===== config.mk =====
export PLATFORM = sky130hd
export DESIGN_NAME = jtag_tap_boundary_scan
export DESIGN_NICKNAME = d
export VERILOG_FILES = /design/src/jtag_tap_pkg.sv /design/src/jtag_tap_boundary_scan.sv
export SDC_FILE = /design/constraint.sdc
export NUM_CORES = 1
export LEC_CHECK = 0
export ABC_CLOCK_PERIOD_IN_PS = 12200
export BUFFER_PORTS_ARGS = -buffer_cell sky130_fd_sc_hd__buf_2
export CAP_MARGIN = 40
export CORE_ASPECT_RATIO = 1.1
export CORE_MARGIN = 3
export CORE_UTILIZATION = 45
export CTS_BUF_LIST = sky130_fd_sc_hd__clkbuf_4
export DETAILED_ROUTE_END_ITERATION = 8
export PLACE_DENSITY = 0.65
export SLEW_MARGIN = 5
export SYNTH_ARGS = -nofsm -noshare
export SYNTH_HDL_FRONTEND = slang
export SYNTH_SLANG_ARGS = --single-unit

===== constraint.sdc =====
create_clock -name clock -period 12.2 [get_ports clock]
set_input_delay 1.22 -clock clock [delete_from_list [all_inputs] [get_ports clock]]
set_output_delay 1.22 -clock clock [all_outputs]
set_load 0.005 [all_outputs]

===== src/jtag_tap_pkg.sv =====
// Constants shared by the boundary-scan test access port.
package jtag_tap_pkg;

    // ------------------------------------------------------------
    // Instruction register
    // ------------------------------------------------------------
    localparam int IR_WIDTH = 5;
    localparam logic [4:0] OP_EXTEST     = 5'h00;
    localparam logic [4:0] OP_SAMPLE     = 5'h01;
    localparam logic [4:0] OP_INT_SCAN   = 5'h02;
    localparam logic [4:0] OP_CLAMP      = 5'h04;
    localparam logic [4:0] OP_HIGHZ      = 5'h05;
    localparam logic [4:0] OP_PHY_PRIV   = 5'h09;
    localparam logic [4:0] OP_MEM_SELF   = 5'h0A;
    localparam logic [4:0] OP_IDCODE     = 5'h0C;
    localparam logic [4:0] OP_BYPASS     = 5'h1F;
    // Fixed capture pattern of the instruction register, low bits 01.
    localparam logic [4:0] IR_CAPTURE    = 5'h01;

    // ------------------------------------------------------------
    // Identification register layout
    // ------------------------------------------------------------
    localparam int ID_WIDTH     = 32;
    localparam int ID_VER_LSB   = 28;
    localparam int ID_PART_LSB  = 12;
    localparam int ID_MFR_LSB   = 1;
    localparam logic ID_FIXED_BIT = 1'b1;

    // ------------------------------------------------------------
    // Controller states
    // ------------------------------------------------------------
    typedef enum logic [3:0] {
        ST_RESET    = 4'h0, ST_IDLE     = 4'h1, ST_SEL_DR  = 4'h2, ST_CAP_DR  = 4'h3,
        ST_SHIFT_DR = 4'h4, ST_EXIT1_DR = 4'h5, ST_PAUSE_DR = 4'h6, ST_EXIT2_DR = 4'h7,
        ST_UPD_DR   = 4'h8, ST_SEL_IR   = 4'h9, ST_CAP_IR  = 4'hA, ST_SHIFT_IR = 4'hB,
        ST_EXIT1_IR = 4'hC, ST_PAUSE_IR = 4'hD, ST_EXIT2_IR = 4'hE, ST_UPD_IR  = 4'hF
    } tap_state_e;

endpackage : jtag_tap_pkg


===== src/jtag_tap_boundary_scan.sv =====
// Test access port controller, instruction decode and scan data registers.
`timescale 1ns/10ps
`default_nettype none

// Overview of operation
// - Five test pins: clock, data in, data out, mode select, active-low reset.
// - Sixteen-state controller advances on test clock rises following mode select.
// - Own power-on reset forces the controller into Test-Logic-Reset.
// - Five-bit instruction register selects the data register in the scan path.
// - Undefined instruction codes behave exactly like the all-ones bypass.
// - Code 00000 selects boundary chain, pins driven from chain.
// - Code 00001 selects boundary chain, captures pins, normal operation kept.
// - Code 00101 uses bypass and floats all outputs except data out.
// - Code 00100 drives pins from boundary cells, bypass in path.
// - Code 01100 selects the identification register.
// - Code 11111 puts only the bypass stage in the path.
// - Bypass register is a single shift stage.
// - Identification holds version 31-28, part 27-12, maker 11-1, read-only.
// - Identification bit zero is always one.
// - Every functional pin is covered by a boundary cell.
// - Boundary chain shifts from data in toward data out.
// - Sample and external test load cells in parallel on test clock rise.
module jtag_tap_boundary_scan #(
    parameter int          BSR_LEN = 54,
    parameter logic [3:0]  ID_VER  = 4'h0,     // Arbitrary value.
    parameter logic [15:0] ID_PART = 16'h0000, // Arbitrary value.
    parameter logic [10:0] ID_MFR  = 11'h000   // Arbitrary value.
) (
    input  wire logic               clock,
    input  wire logic               resetn,
    input  wire logic               powerOnResetn,
    input  wire logic               tck,
    input  wire logic               tdi,
    input  wire logic               tms,
    input  wire logic               trstn,
    output logic                    tdo,
    output logic                    tdoEn,
    input  wire logic [BSR_LEN-1:0] pinIn,
    input  wire logic [BSR_LEN-1:0] coreOut,
    output logic      [BSR_LEN-1:0] pinOut,
    output logic                    pinHighZ,
    output logic      [3:0]         tapState
);
    if (BSR_LEN < 2) begin : g_len_check
        $error("BSR_LEN must be at least 2.");
    end

    // ------------------------------------------------------------
    // Reset and input synchronisers
    // ------------------------------------------------------------
    logic [1:0] rstSync_r;
    logic       rstn;
    logic [1:0] tckSync_r, tdiSync_r, tmsSync_r, trstSync_r, porSync_r;
    logic       tckPrev_r;
    logic [BSR_LEN-1:0] pinMeta_r, pinSync_r;

    // Reset released through two stages.
    always_ff @(posedge clock or negedge resetn) begin
        if (!resetn) rstSync_r <= 2'h0;
        else rstSync_r <= {rstSync_r[0], 1'b1};
    end
    assign rstn = rstSync_r[1];

    // Tester pins and device pins cross into the local clock; only the second
    // stage is read, so a metastable first stage never reaches the logic.
    always_ff @(posedge clock or negedge rstn) begin
        if (!rstn) begin
            tckSync_r  <= 2'h0;
            tdiSync_r  <= 2'h0;
            tmsSync_r  <= 2'h3;
            trstSync_r <= 2'h0;
            porSync_r  <= 2'h0;
            tckPrev_r  <= 1'b0;
            pinMeta_r  <= '0;
            pinSync_r  <= '0;
        end else begin
            tckSync_r  <= {tckSync_r[0], tck};
            tdiSync_r  <= {tdiSync_r[0], tdi};
            tmsSync_r  <= {tmsSync_r[0], tms};
            trstSync_r <= {trstSync_r[0], trstn};
            porSync_r  <= {porSync_r[0], powerOnResetn};
            tckPrev_r  <= tckSync_r[1];
            pinMeta_r  <= pinIn;
            pinSync_r  <= pinMeta_r;
        end
    end

    // Edge detection on the sampled test clock.
    wire tckRise  = tckSync_r[1] & ~tckPrev_r;
    wire tckFall  = ~tckSync_r[1] & tckPrev_r;
    wire tdiS     = tdiSync_r[1];
    wire tmsS     = tmsSync_r[1];
    // Either test reset or the private power-on reset holds the controller.
    wire testRst  = ~trstSync_r[1] | ~porSync_r[1];

    // ------------------------------------------------------------
    // Controller state machine
    // ------------------------------------------------------------
    jtag_tap_pkg::tap_state_e state_r, state_nxt;

    // Standard transitions steered by mode select.
    always_comb begin
        case (state_r)
            jtag_tap_pkg::ST_RESET:    state_nxt = tmsS ? jtag_tap_pkg::ST_RESET    : jtag_tap_pkg::ST_IDLE;
            jtag_tap_pkg::ST_IDLE:     state_nxt = tmsS ? jtag_tap_pkg::ST_SEL_DR   : jtag_tap_pkg::ST_IDLE;
            jtag_tap_pkg::ST_SEL_DR:   state_nxt = tmsS ? jtag_tap_pkg::ST_SEL_IR   : jtag_tap_pkg::ST_CAP_DR;
            jtag_tap_pkg::ST_CAP_DR:   state_nxt = tmsS ? jtag_tap_pkg::ST_EXIT1_DR : jtag_tap_pkg::ST_SHIFT_DR;
            jtag_tap_pkg::ST_SHIFT_DR: state_nxt = tmsS ? jtag_tap_pkg::ST_EXIT1_DR : jtag_tap_pkg::ST_SHIFT_DR;
            jtag_tap_pkg::ST_EXIT1_DR: state_nxt = tmsS ? jtag_tap_pkg::ST_UPD_DR   : jtag_tap_pkg::ST_PAUSE_DR;
            jtag_tap_pkg::ST_PAUSE_DR: state_nxt = tmsS ? jtag_tap_pkg::ST_EXIT2_DR : jtag_tap_pkg::ST_PAUSE_DR;
            jtag_tap_pkg::ST_EXIT2_DR: state_nxt = tmsS ? jtag_tap_pkg::ST_UPD_DR   : jtag_tap_pkg::ST_SHIFT_DR;
            jtag_tap_pkg::ST_UPD_DR:   state_nxt = tmsS ? jtag_tap_pkg::ST_SEL_DR   : jtag_tap_pkg::ST_IDLE;
            jtag_tap_pkg::ST_SEL_IR:   state_nxt = tmsS ? jtag_tap_pkg::ST_RESET    : jtag_tap_pkg::ST_CAP_IR;
            jtag_tap_pkg::ST_CAP_IR:   state_nxt = tmsS ? jtag_tap_pkg::ST_EXIT1_IR : jtag_tap_pkg::ST_SHIFT_IR;
            jtag_tap_pkg::ST_SHIFT_IR: state_nxt = tmsS ? jtag_tap_pkg::ST_EXIT1_IR : jtag_tap_pkg::ST_SHIFT_IR;
            jtag_tap_pkg::ST_EXIT1_IR: state_nxt = tmsS ? jtag_tap_pkg::ST_UPD_IR   : jtag_tap_pkg::ST_PAUSE_IR;
            jtag_tap_pkg::ST_PAUSE_IR: state_nxt = tmsS ? jtag_tap_pkg::ST_EXIT2_IR : jtag_tap_pkg::ST_PAUSE_IR;
            jtag_tap_pkg::ST_EXIT2_IR: state_nxt = tmsS ? jtag_tap_pkg::ST_UPD_IR   : jtag_tap_pkg::ST_SHIFT_IR;
            jtag_tap_pkg::ST_UPD_IR:   state_nxt = tmsS ? jtag_tap_pkg::ST_SEL_DR   : jtag_tap_pkg::ST_IDLE;
            default:                   state_nxt = jtag_tap_pkg::ST_RESET;
        endcase
    end

    // State advances only on a test clock rise.
    always_ff @(posedge clock or negedge rstn) begin
        if (!rstn) state_r <= jtag_tap_pkg::ST_RESET;
        else if (testRst) state_r <= jtag_tap_pkg::ST_RESET;
        else if (tckRise) state_r <= state_nxt;
    end
    assign tapState = state_r;

    wire inReset  = (state_r == jtag_tap_pkg::ST_RESET);
    wire capDr    = (state_r == jtag_tap_pkg::ST_CAP_DR)   & tckRise;
    wire shDr     = (state_r == jtag_tap_pkg::ST_SHIFT_DR) & tckRise;
    wire updDr    = (state_r == jtag_tap_pkg::ST_UPD_DR)   & tckFall;
    wire capIr    = (state_r == jtag_tap_pkg::ST_CAP_IR)   & tckRise;
    wire shIr     = (state_r == jtag_tap_pkg::ST_SHIFT_IR) & tckRise;
    wire updIr    = (state_r == jtag_tap_pkg::ST_UPD_IR)   & tckFall;

    // ------------------------------------------------------------
    // Instruction register and decode
    // ------------------------------------------------------------
    logic [jtag_tap_pkg::IR_WIDTH-1:0] irShift_r, ir_r;

    // Shift stage and held instruction; reset chooses identification.
    always_ff @(posedge clock or negedge rstn) begin
        if (!rstn) begin
            irShift_r <= jtag_tap_pkg::IR_CAPTURE;
            ir_r      <= jtag_tap_pkg::OP_IDCODE;
        end else if (testRst || inReset) begin
            irShift_r <= jtag_tap_pkg::IR_CAPTURE;
            ir_r      <= jtag_tap_pkg::OP_IDCODE;
        end else begin
            if (capIr) irShift_r <= jtag_tap_pkg::IR_CAPTURE;
            else if (shIr) irShift_r <= {tdiS, irShift_r[jtag_tap_pkg::IR_WIDTH-1:1]};
            if (updIr) ir_r <= irShift_r;
        end
    end

    // Decode; anything unlisted falls through to the bypass path.
    wire selExtest = (ir_r == jtag_tap_pkg::OP_EXTEST);
    wire selSample = (ir_r == jtag_tap_pkg::OP_SAMPLE);
    wire selHighZ  = (ir_r == jtag_tap_pkg::OP_HIGHZ);
    wire selClamp  = (ir_r == jtag_tap_pkg::OP_CLAMP);
    wire selId     = (ir_r == jtag_tap_pkg::OP_IDCODE);
    wire selIntSc  = (ir_r == jtag_tap_pkg::OP_INT_SCAN);
    wire selPhy    = (ir_r == jtag_tap_pkg::OP_PHY_PRIV);
    wire selMem    = (ir_r == jtag_tap_pkg::OP_MEM_SELF);
    wire selBsr    = selExtest | selSample;
    wire selPriv   = selIntSc | selPhy | selMem;
    wire selBypass = ~(selBsr | selId | selPriv);

    // ------------------------------------------------------------
    // Data registers
    // ------------------------------------------------------------
    logic                                bypass_r;
    logic                                priv_r;
    logic [jtag_tap_pkg::ID_WIDTH-1:0]   idShift_r;
    logic [BSR_LEN-1:0]                  bsrShift_r, bsrHold_r;
    wire  [jtag_tap_pkg::ID_WIDTH-1:0]   idValue = {ID_VER, ID_PART, ID_MFR,
                                                    jtag_tap_pkg::ID_FIXED_BIT};

    // Capture loads, shift moves toward data out, update latches the chain.
    always_ff @(posedge clock or negedge rstn) begin
        if (!rstn) begin
            bypass_r   <= 1'b0;
            priv_r     <= 1'b0;
            idShift_r  <= '0;
            bsrShift_r <= '0;
            bsrHold_r  <= '0;
        end else begin
            if (capDr) begin
                bypass_r  <= 1'b0;
                priv_r    <= 1'b0;
                idShift_r <= idValue;
                if (selBsr) bsrShift_r <= pinSync_r;
            end else if (shDr) begin
                bypass_r   <= tdiS;
                priv_r     <= tdiS;
                idShift_r  <= {tdiS, idShift_r[jtag_tap_pkg::ID_WIDTH-1:1]};
                if (selBsr) bsrShift_r <= {tdiS, bsrShift_r[BSR_LEN-1:1]};
            end
            if (updDr && selBsr) bsrHold_r <= bsrShift_r;
        end
    end

    // Pins follow the chain under external test or clamp, the core otherwise.
    wire drivePins = selExtest | selClamp;
    wire [BSR_LEN-1:0] pinSel = drivePins ? bsrHold_r : coreOut;
    always_ff @(posedge clock or negedge rstn) begin
        if (!rstn) begin
            pinOut   <= '0;
            pinHighZ <= 1'b0;
        end else begin
            pinOut   <= pinSel;
            pinHighZ <= selHighZ;
        end
    end

    // Serial output changes on the falling edge, enabled only while shifting.
    wire inShift = (state_r == jtag_tap_pkg::ST_SHIFT_DR) | (state_r == jtag_tap_pkg::ST_SHIFT_IR);
    wire drBit   = selBsr ? bsrShift_r[0] :
                   selId  ? idShift_r[0]  :
                   selPriv ? priv_r : bypass_r;
    wire outBit  = (state_r == jtag_tap_pkg::ST_SHIFT_IR) ? irShift_r[0] : drBit;
    always_ff @(posedge clock or negedge rstn) begin
        if (!rstn) begin
            tdo   <= 1'b0;
            tdoEn <= 1'b0;
        end else if (tckFall) begin
            tdo   <= outBit;
            tdoEn <= inShift;
        end
    end

    // ------------------------------------------------------------
    // Assertions
    // ------------------------------------------------------------
    property p_reset_state;
        @(posedge clock) disable iff (!rstn) testRst |=> inReset;
    endproperty
    a_reset_state: assert property (p_reset_state) else $error("Test reset ignored.");

    property p_step_on_rise;
        @(posedge clock) disable iff (!rstn) (!tckRise && !testRst) |=> $stable(state_r);
    endproperty
    a_step_on_rise: assert property (p_step_on_rise) else $error("State moved without clock.");

    property p_tms_reset;
        @(posedge clock) disable iff (!rstn)
            (tckRise && tmsS && state_r == jtag_tap_pkg::ST_SEL_IR) |=> inReset;
    endproperty
    a_tms_reset: assert property (p_tms_reset) else $error("Select-IR did not reset.");

    property p_id_default;
        @(posedge clock) disable iff (!rstn) inReset |=> selId;
    endproperty
    a_id_default: assert property (p_id_default) else $error("Reset instruction wrong.");

    property p_undef_bypass;
        @(posedge clock) disable iff (!rstn) (ir_r == 5'h03) |-> selBypass;
    endproperty
    a_undef_bypass: assert property (p_undef_bypass) else $error("Undefined code not bypass.");

    property p_bypass_shift;
        @(posedge clock) disable iff (!rstn) shDr |=> (bypass_r == $past(tdiS));
    endproperty
    a_bypass_shift: assert property (p_bypass_shift) else $error("Bypass stage wrong.");

    property p_id_capture;
        @(posedge clock) disable iff (!rstn) capDr |=> (idShift_r[0] == 1'b1);
    endproperty
    a_id_capture: assert property (p_id_capture) else $error("Identification bit 0 not one.");

    property p_highz;
        @(posedge clock) disable iff (!rstn) selHighZ |=> pinHighZ;
    endproperty
    a_highz: assert property (p_highz) else $error("High impedance not applied.");

    property p_clamp;
        @(posedge clock) disable iff (!rstn) (selClamp && $stable(bsrHold_r)) |=> (pinOut == bsrHold_r);
    endproperty
    a_clamp: assert property (p_clamp) else $error("Clamp does not drive from cells.");

    c_shift_dr: cover property (@(posedge clock) disable iff (!rstn) shDr && selId);
    c_update_ir: cover property (@(posedge clock) disable iff (!rstn) updIr);
    c_extest: cover property (@(posedge clock) disable iff (!rstn) capDr && selExtest);

endmodule : jtag_tap_boundary_scan

`default_nettype wire


==> reports/qor.yml <==
status:
  outcome: "complete, no violations"
synth:
  mappedNetlistArea_sq_um: 11860
  synth_top_family_by_area: "multiplexers"
  number_of_flops_mapped_to_enable_cells_by_yosys: 0
  post_synth_num_cell_types: 50
  synth_compound_area_frac: 0.06015
  synth_xor_xnor_area_share: 0
  most_used_dff_post_synth: "dfrtp_1"
  yosys_register_bits: 332
  asr_flop_ratio_synth: 1.000
  share_of_the_yosys_chip_area_belonging_to_registers: 0.7012
  yosys-mux-area-fraction: 0.1518
  yosysWarnings: 0
  syn-mean-instance-area_sq_um: 14.18
  syn-num-nets: 951
  syn-instance-count: 836
  yosys.area_share.adder: 0
  post_synth_and_or_nand_nor_area_fraction: 0.06384
clock_network:
  clockRootBuffer: "clkbuf_4"
  clock_path_buffers: 3
  cts_tree: "yes"
  clock_sinks: 332
  htreeDepth: 3
  clkSlewWorstSetupHoldPaths_ns: 0.07
  cts_post_setup_buffers_inserted: 0
  insertion_delay_ns: 0.67
  cts-resized-gates: 0
  hold_buf_count_cts: 0
  cts_inserted_buffers: 83
layout:
  layout-drive-gt1-share: 0.3910
  fin_nets: 1178
  leading_cell_types_in_the_layout_fill_and_taps_excluded: "326 x dfrtp_1, 175 x buf_2, 125 x clkbuf_4, 123 x nand2_1, 99 x mux2_2"
  layout.cells.most_common: "dfrtp_1"
  syn_to_final_growth_pct: 19.80
  final_cells: 1478
critical_path:
  cp_data_arrival_time_ns: 1.60
  crit_path_top_delay_cell: "dfrtp_1"
  path_cells: "buf_2"
  cp-end-kind: "primary output"
  count_of_buffering_cells_on_the_critical_path_with_inverters_included: 1
  critPathKind: "reg2out"
  critical_path_s_top_delay_family: "flip-flops"
  critical_path.startpoint_type: "flop"
  timing.critical_path.slowest_cell_delay_ns: 0.71
  critical_path_required_ns: 10.98
  crit_path_max_fanout: 22
timing:
  max_slew_violation_count: 0
  setup_total_negative_slack_ns: 0
  period_minus_slack_ns: 2.821
  setup_violations: 0
  tightest_slew_ns: 0.8302
  final.setup_skew_ns: 0.03975
  final-hold-violation-count: 0
  slew-limit-headroom: 0.4465
  fin_worst_hold_slack_ns: 0.2929
  fmax_mhz: 354.5
  final_min_period_over_clock_period: 0.2312
  grt_setup_unrepaired: "no"
routing:
  finalWirelength_microns: 21740
  detail_route.iter0.violations: 336
  highest_layer: "met4"
  viasPerCell: 4.719
  total_met2_wirelength_after_detailed_routing_microns: 10550
  dr_wl_met3_microns: 1176
  drt_pre_antenna_iters: 4
  routed-via-count: 6975
  met1_length_microns: 9648
  route.antenna.remaining_nets: 0
  post-route-drc-count: 0
  post_drt_wl_per_cell_microns: 14.71
die:
  die_width_microns: 160.8
  standard_cell_rows: 61
  core_area_sq_um: 25570
  floorplan.initialDensity: 0.4638
  io_pins: 176
  die_y_microns: 176.3
  design.die.area_sq_um: 28340
global_routing:
  track_usage: 0.1581
  first_global_vias: 7064
  grt_pass1_wl_microns: 36010
  antenna_violations_before_repair: 3
  pin_count_of_the_biggest_net_entering_global_routing: 146
  gr-total-overflow: 0
placed_design:
  port-buffer-count: 175
  gpl.final_weighted_congestion: 0.7741
  place_inst: 1324
  hpwlAfterDp_microns: 13590
hold_path:
  holdCritPathClass: "reg2async"
pwr:
  power_leakage_nw: 6.548
  total_power_w: 0.002142
  irDropWorstVdd_mv: 0.07288
  pwr_density_cell_nw_per_um2: 150.8
run:
  cap_viol_max_count: 0
[sequential cells by signal, indices dropped and copies added (netlist names), 4 cells and up]
name and flops:
idShift_r 31, ir_r 5, irShift_r 5, bsrShift_r 54, pinOut 54, pinSync_r 54
tapState 4, pinMeta_r 54, bsrHold_r 54
[area by class of cell]
type                    count  area, sq um
well taps                 346        432.9
clock inverters            25        161.4
repair buffers            187         1039
clock buffers             125        938.4
diodes                      4        10.01
inverters                   5        18.77
flip-flops and latches    332         8318
fillers                  2136        11360
multi-input cells         454         3287
[path summary, 6_finish.rpt]
path                                    from        endpoint  slack [ns]  cells after the start
min in group clock              porSync_r[0]    porSync_r[1]        0.33                      0
worst min-delay path            rstSync_r[1]   pinMeta_r[17]        0.29                      0
worst max-delay path             tapState[0]     tapState[0]        9.38                      1
worst max register to register   tapState[0]  bsrShift_r[32]        9.83                      7
max in group asynchronous       rstSync_r[1]      pinOut[39]        9.96                      2
worst min register to register  rstSync_r[1]   pinMeta_r[17]        0.29                      0
[cell families after synthesis]
family	Yosys count
AOI/OAI and AO/OA	126
buffers and inverters	50
DFF	332
muxes	165
other	1
and+or+nand+nor	162
[cells in the mapped netlist (2+ instances only)]
master	number	area [sq um]
and2b_2	2	17.52
o21ai_1	11	55.05
buf_4	6	45.04
nor3b_1	3	22.52
a221oi_1	2	17.52
o21ai_0	84	420.4
clkbuf_1	24	90.09
nand2b_1	3	18.77
mux2_1	4	45.04
buf_2	9	45.04
nor2b_1	4	25.02
nor4_4	2	42.54
mux2_4	4	60.06
a21bo_2	2	20.02
nand2_1	123	461.7
a22o_1	4	35.03
and2_1	2	12.51
nor4b_1	2	17.52
a31oi_1	3	18.77
dfstp_2	5	131.4
buf_6	5	56.30
dfrtp_1	327	8183
mux2i_1	58	580.6
nor3_1	3	15.01
inv_1	5	18.77
a21oi_1	8	40.04
mux2_2	99	1115
nor4_1	2	12.51
nor2_1	9	33.78
[layer usage]
metal | vias up | GRT usage
li1 | 3389 | -
met1 | 3388 | 0.2071
met3 | 28 | 0.04411
met2 | 170 | 0.2532
met5 | - | 0
met4 | 0 | 0.06095
[where the power goes]
part           leakage (nW)  internal [W]  switching [W]
sequential             4.22       0.00113      0.0000113
clock                 0.647      0.000512       0.000425
combinational          1.68     0.0000290      0.0000335
total                  6.55       0.00167       0.000470
[per-stage QoR]
step	cell area, sq um	util	setup slack, ns
2_1_floorplan	11860	-	2.271
3_3_place_gp	13010	0.5089	9.556
3_5_place_dp	13100	0.5122	9.812
4_1_cts	14190	0.5552	9.295
5_1_grt	14200	0.5555	9.224
6_report	14200	0.5556	9.379
Power figures use the tool's default switching activity.
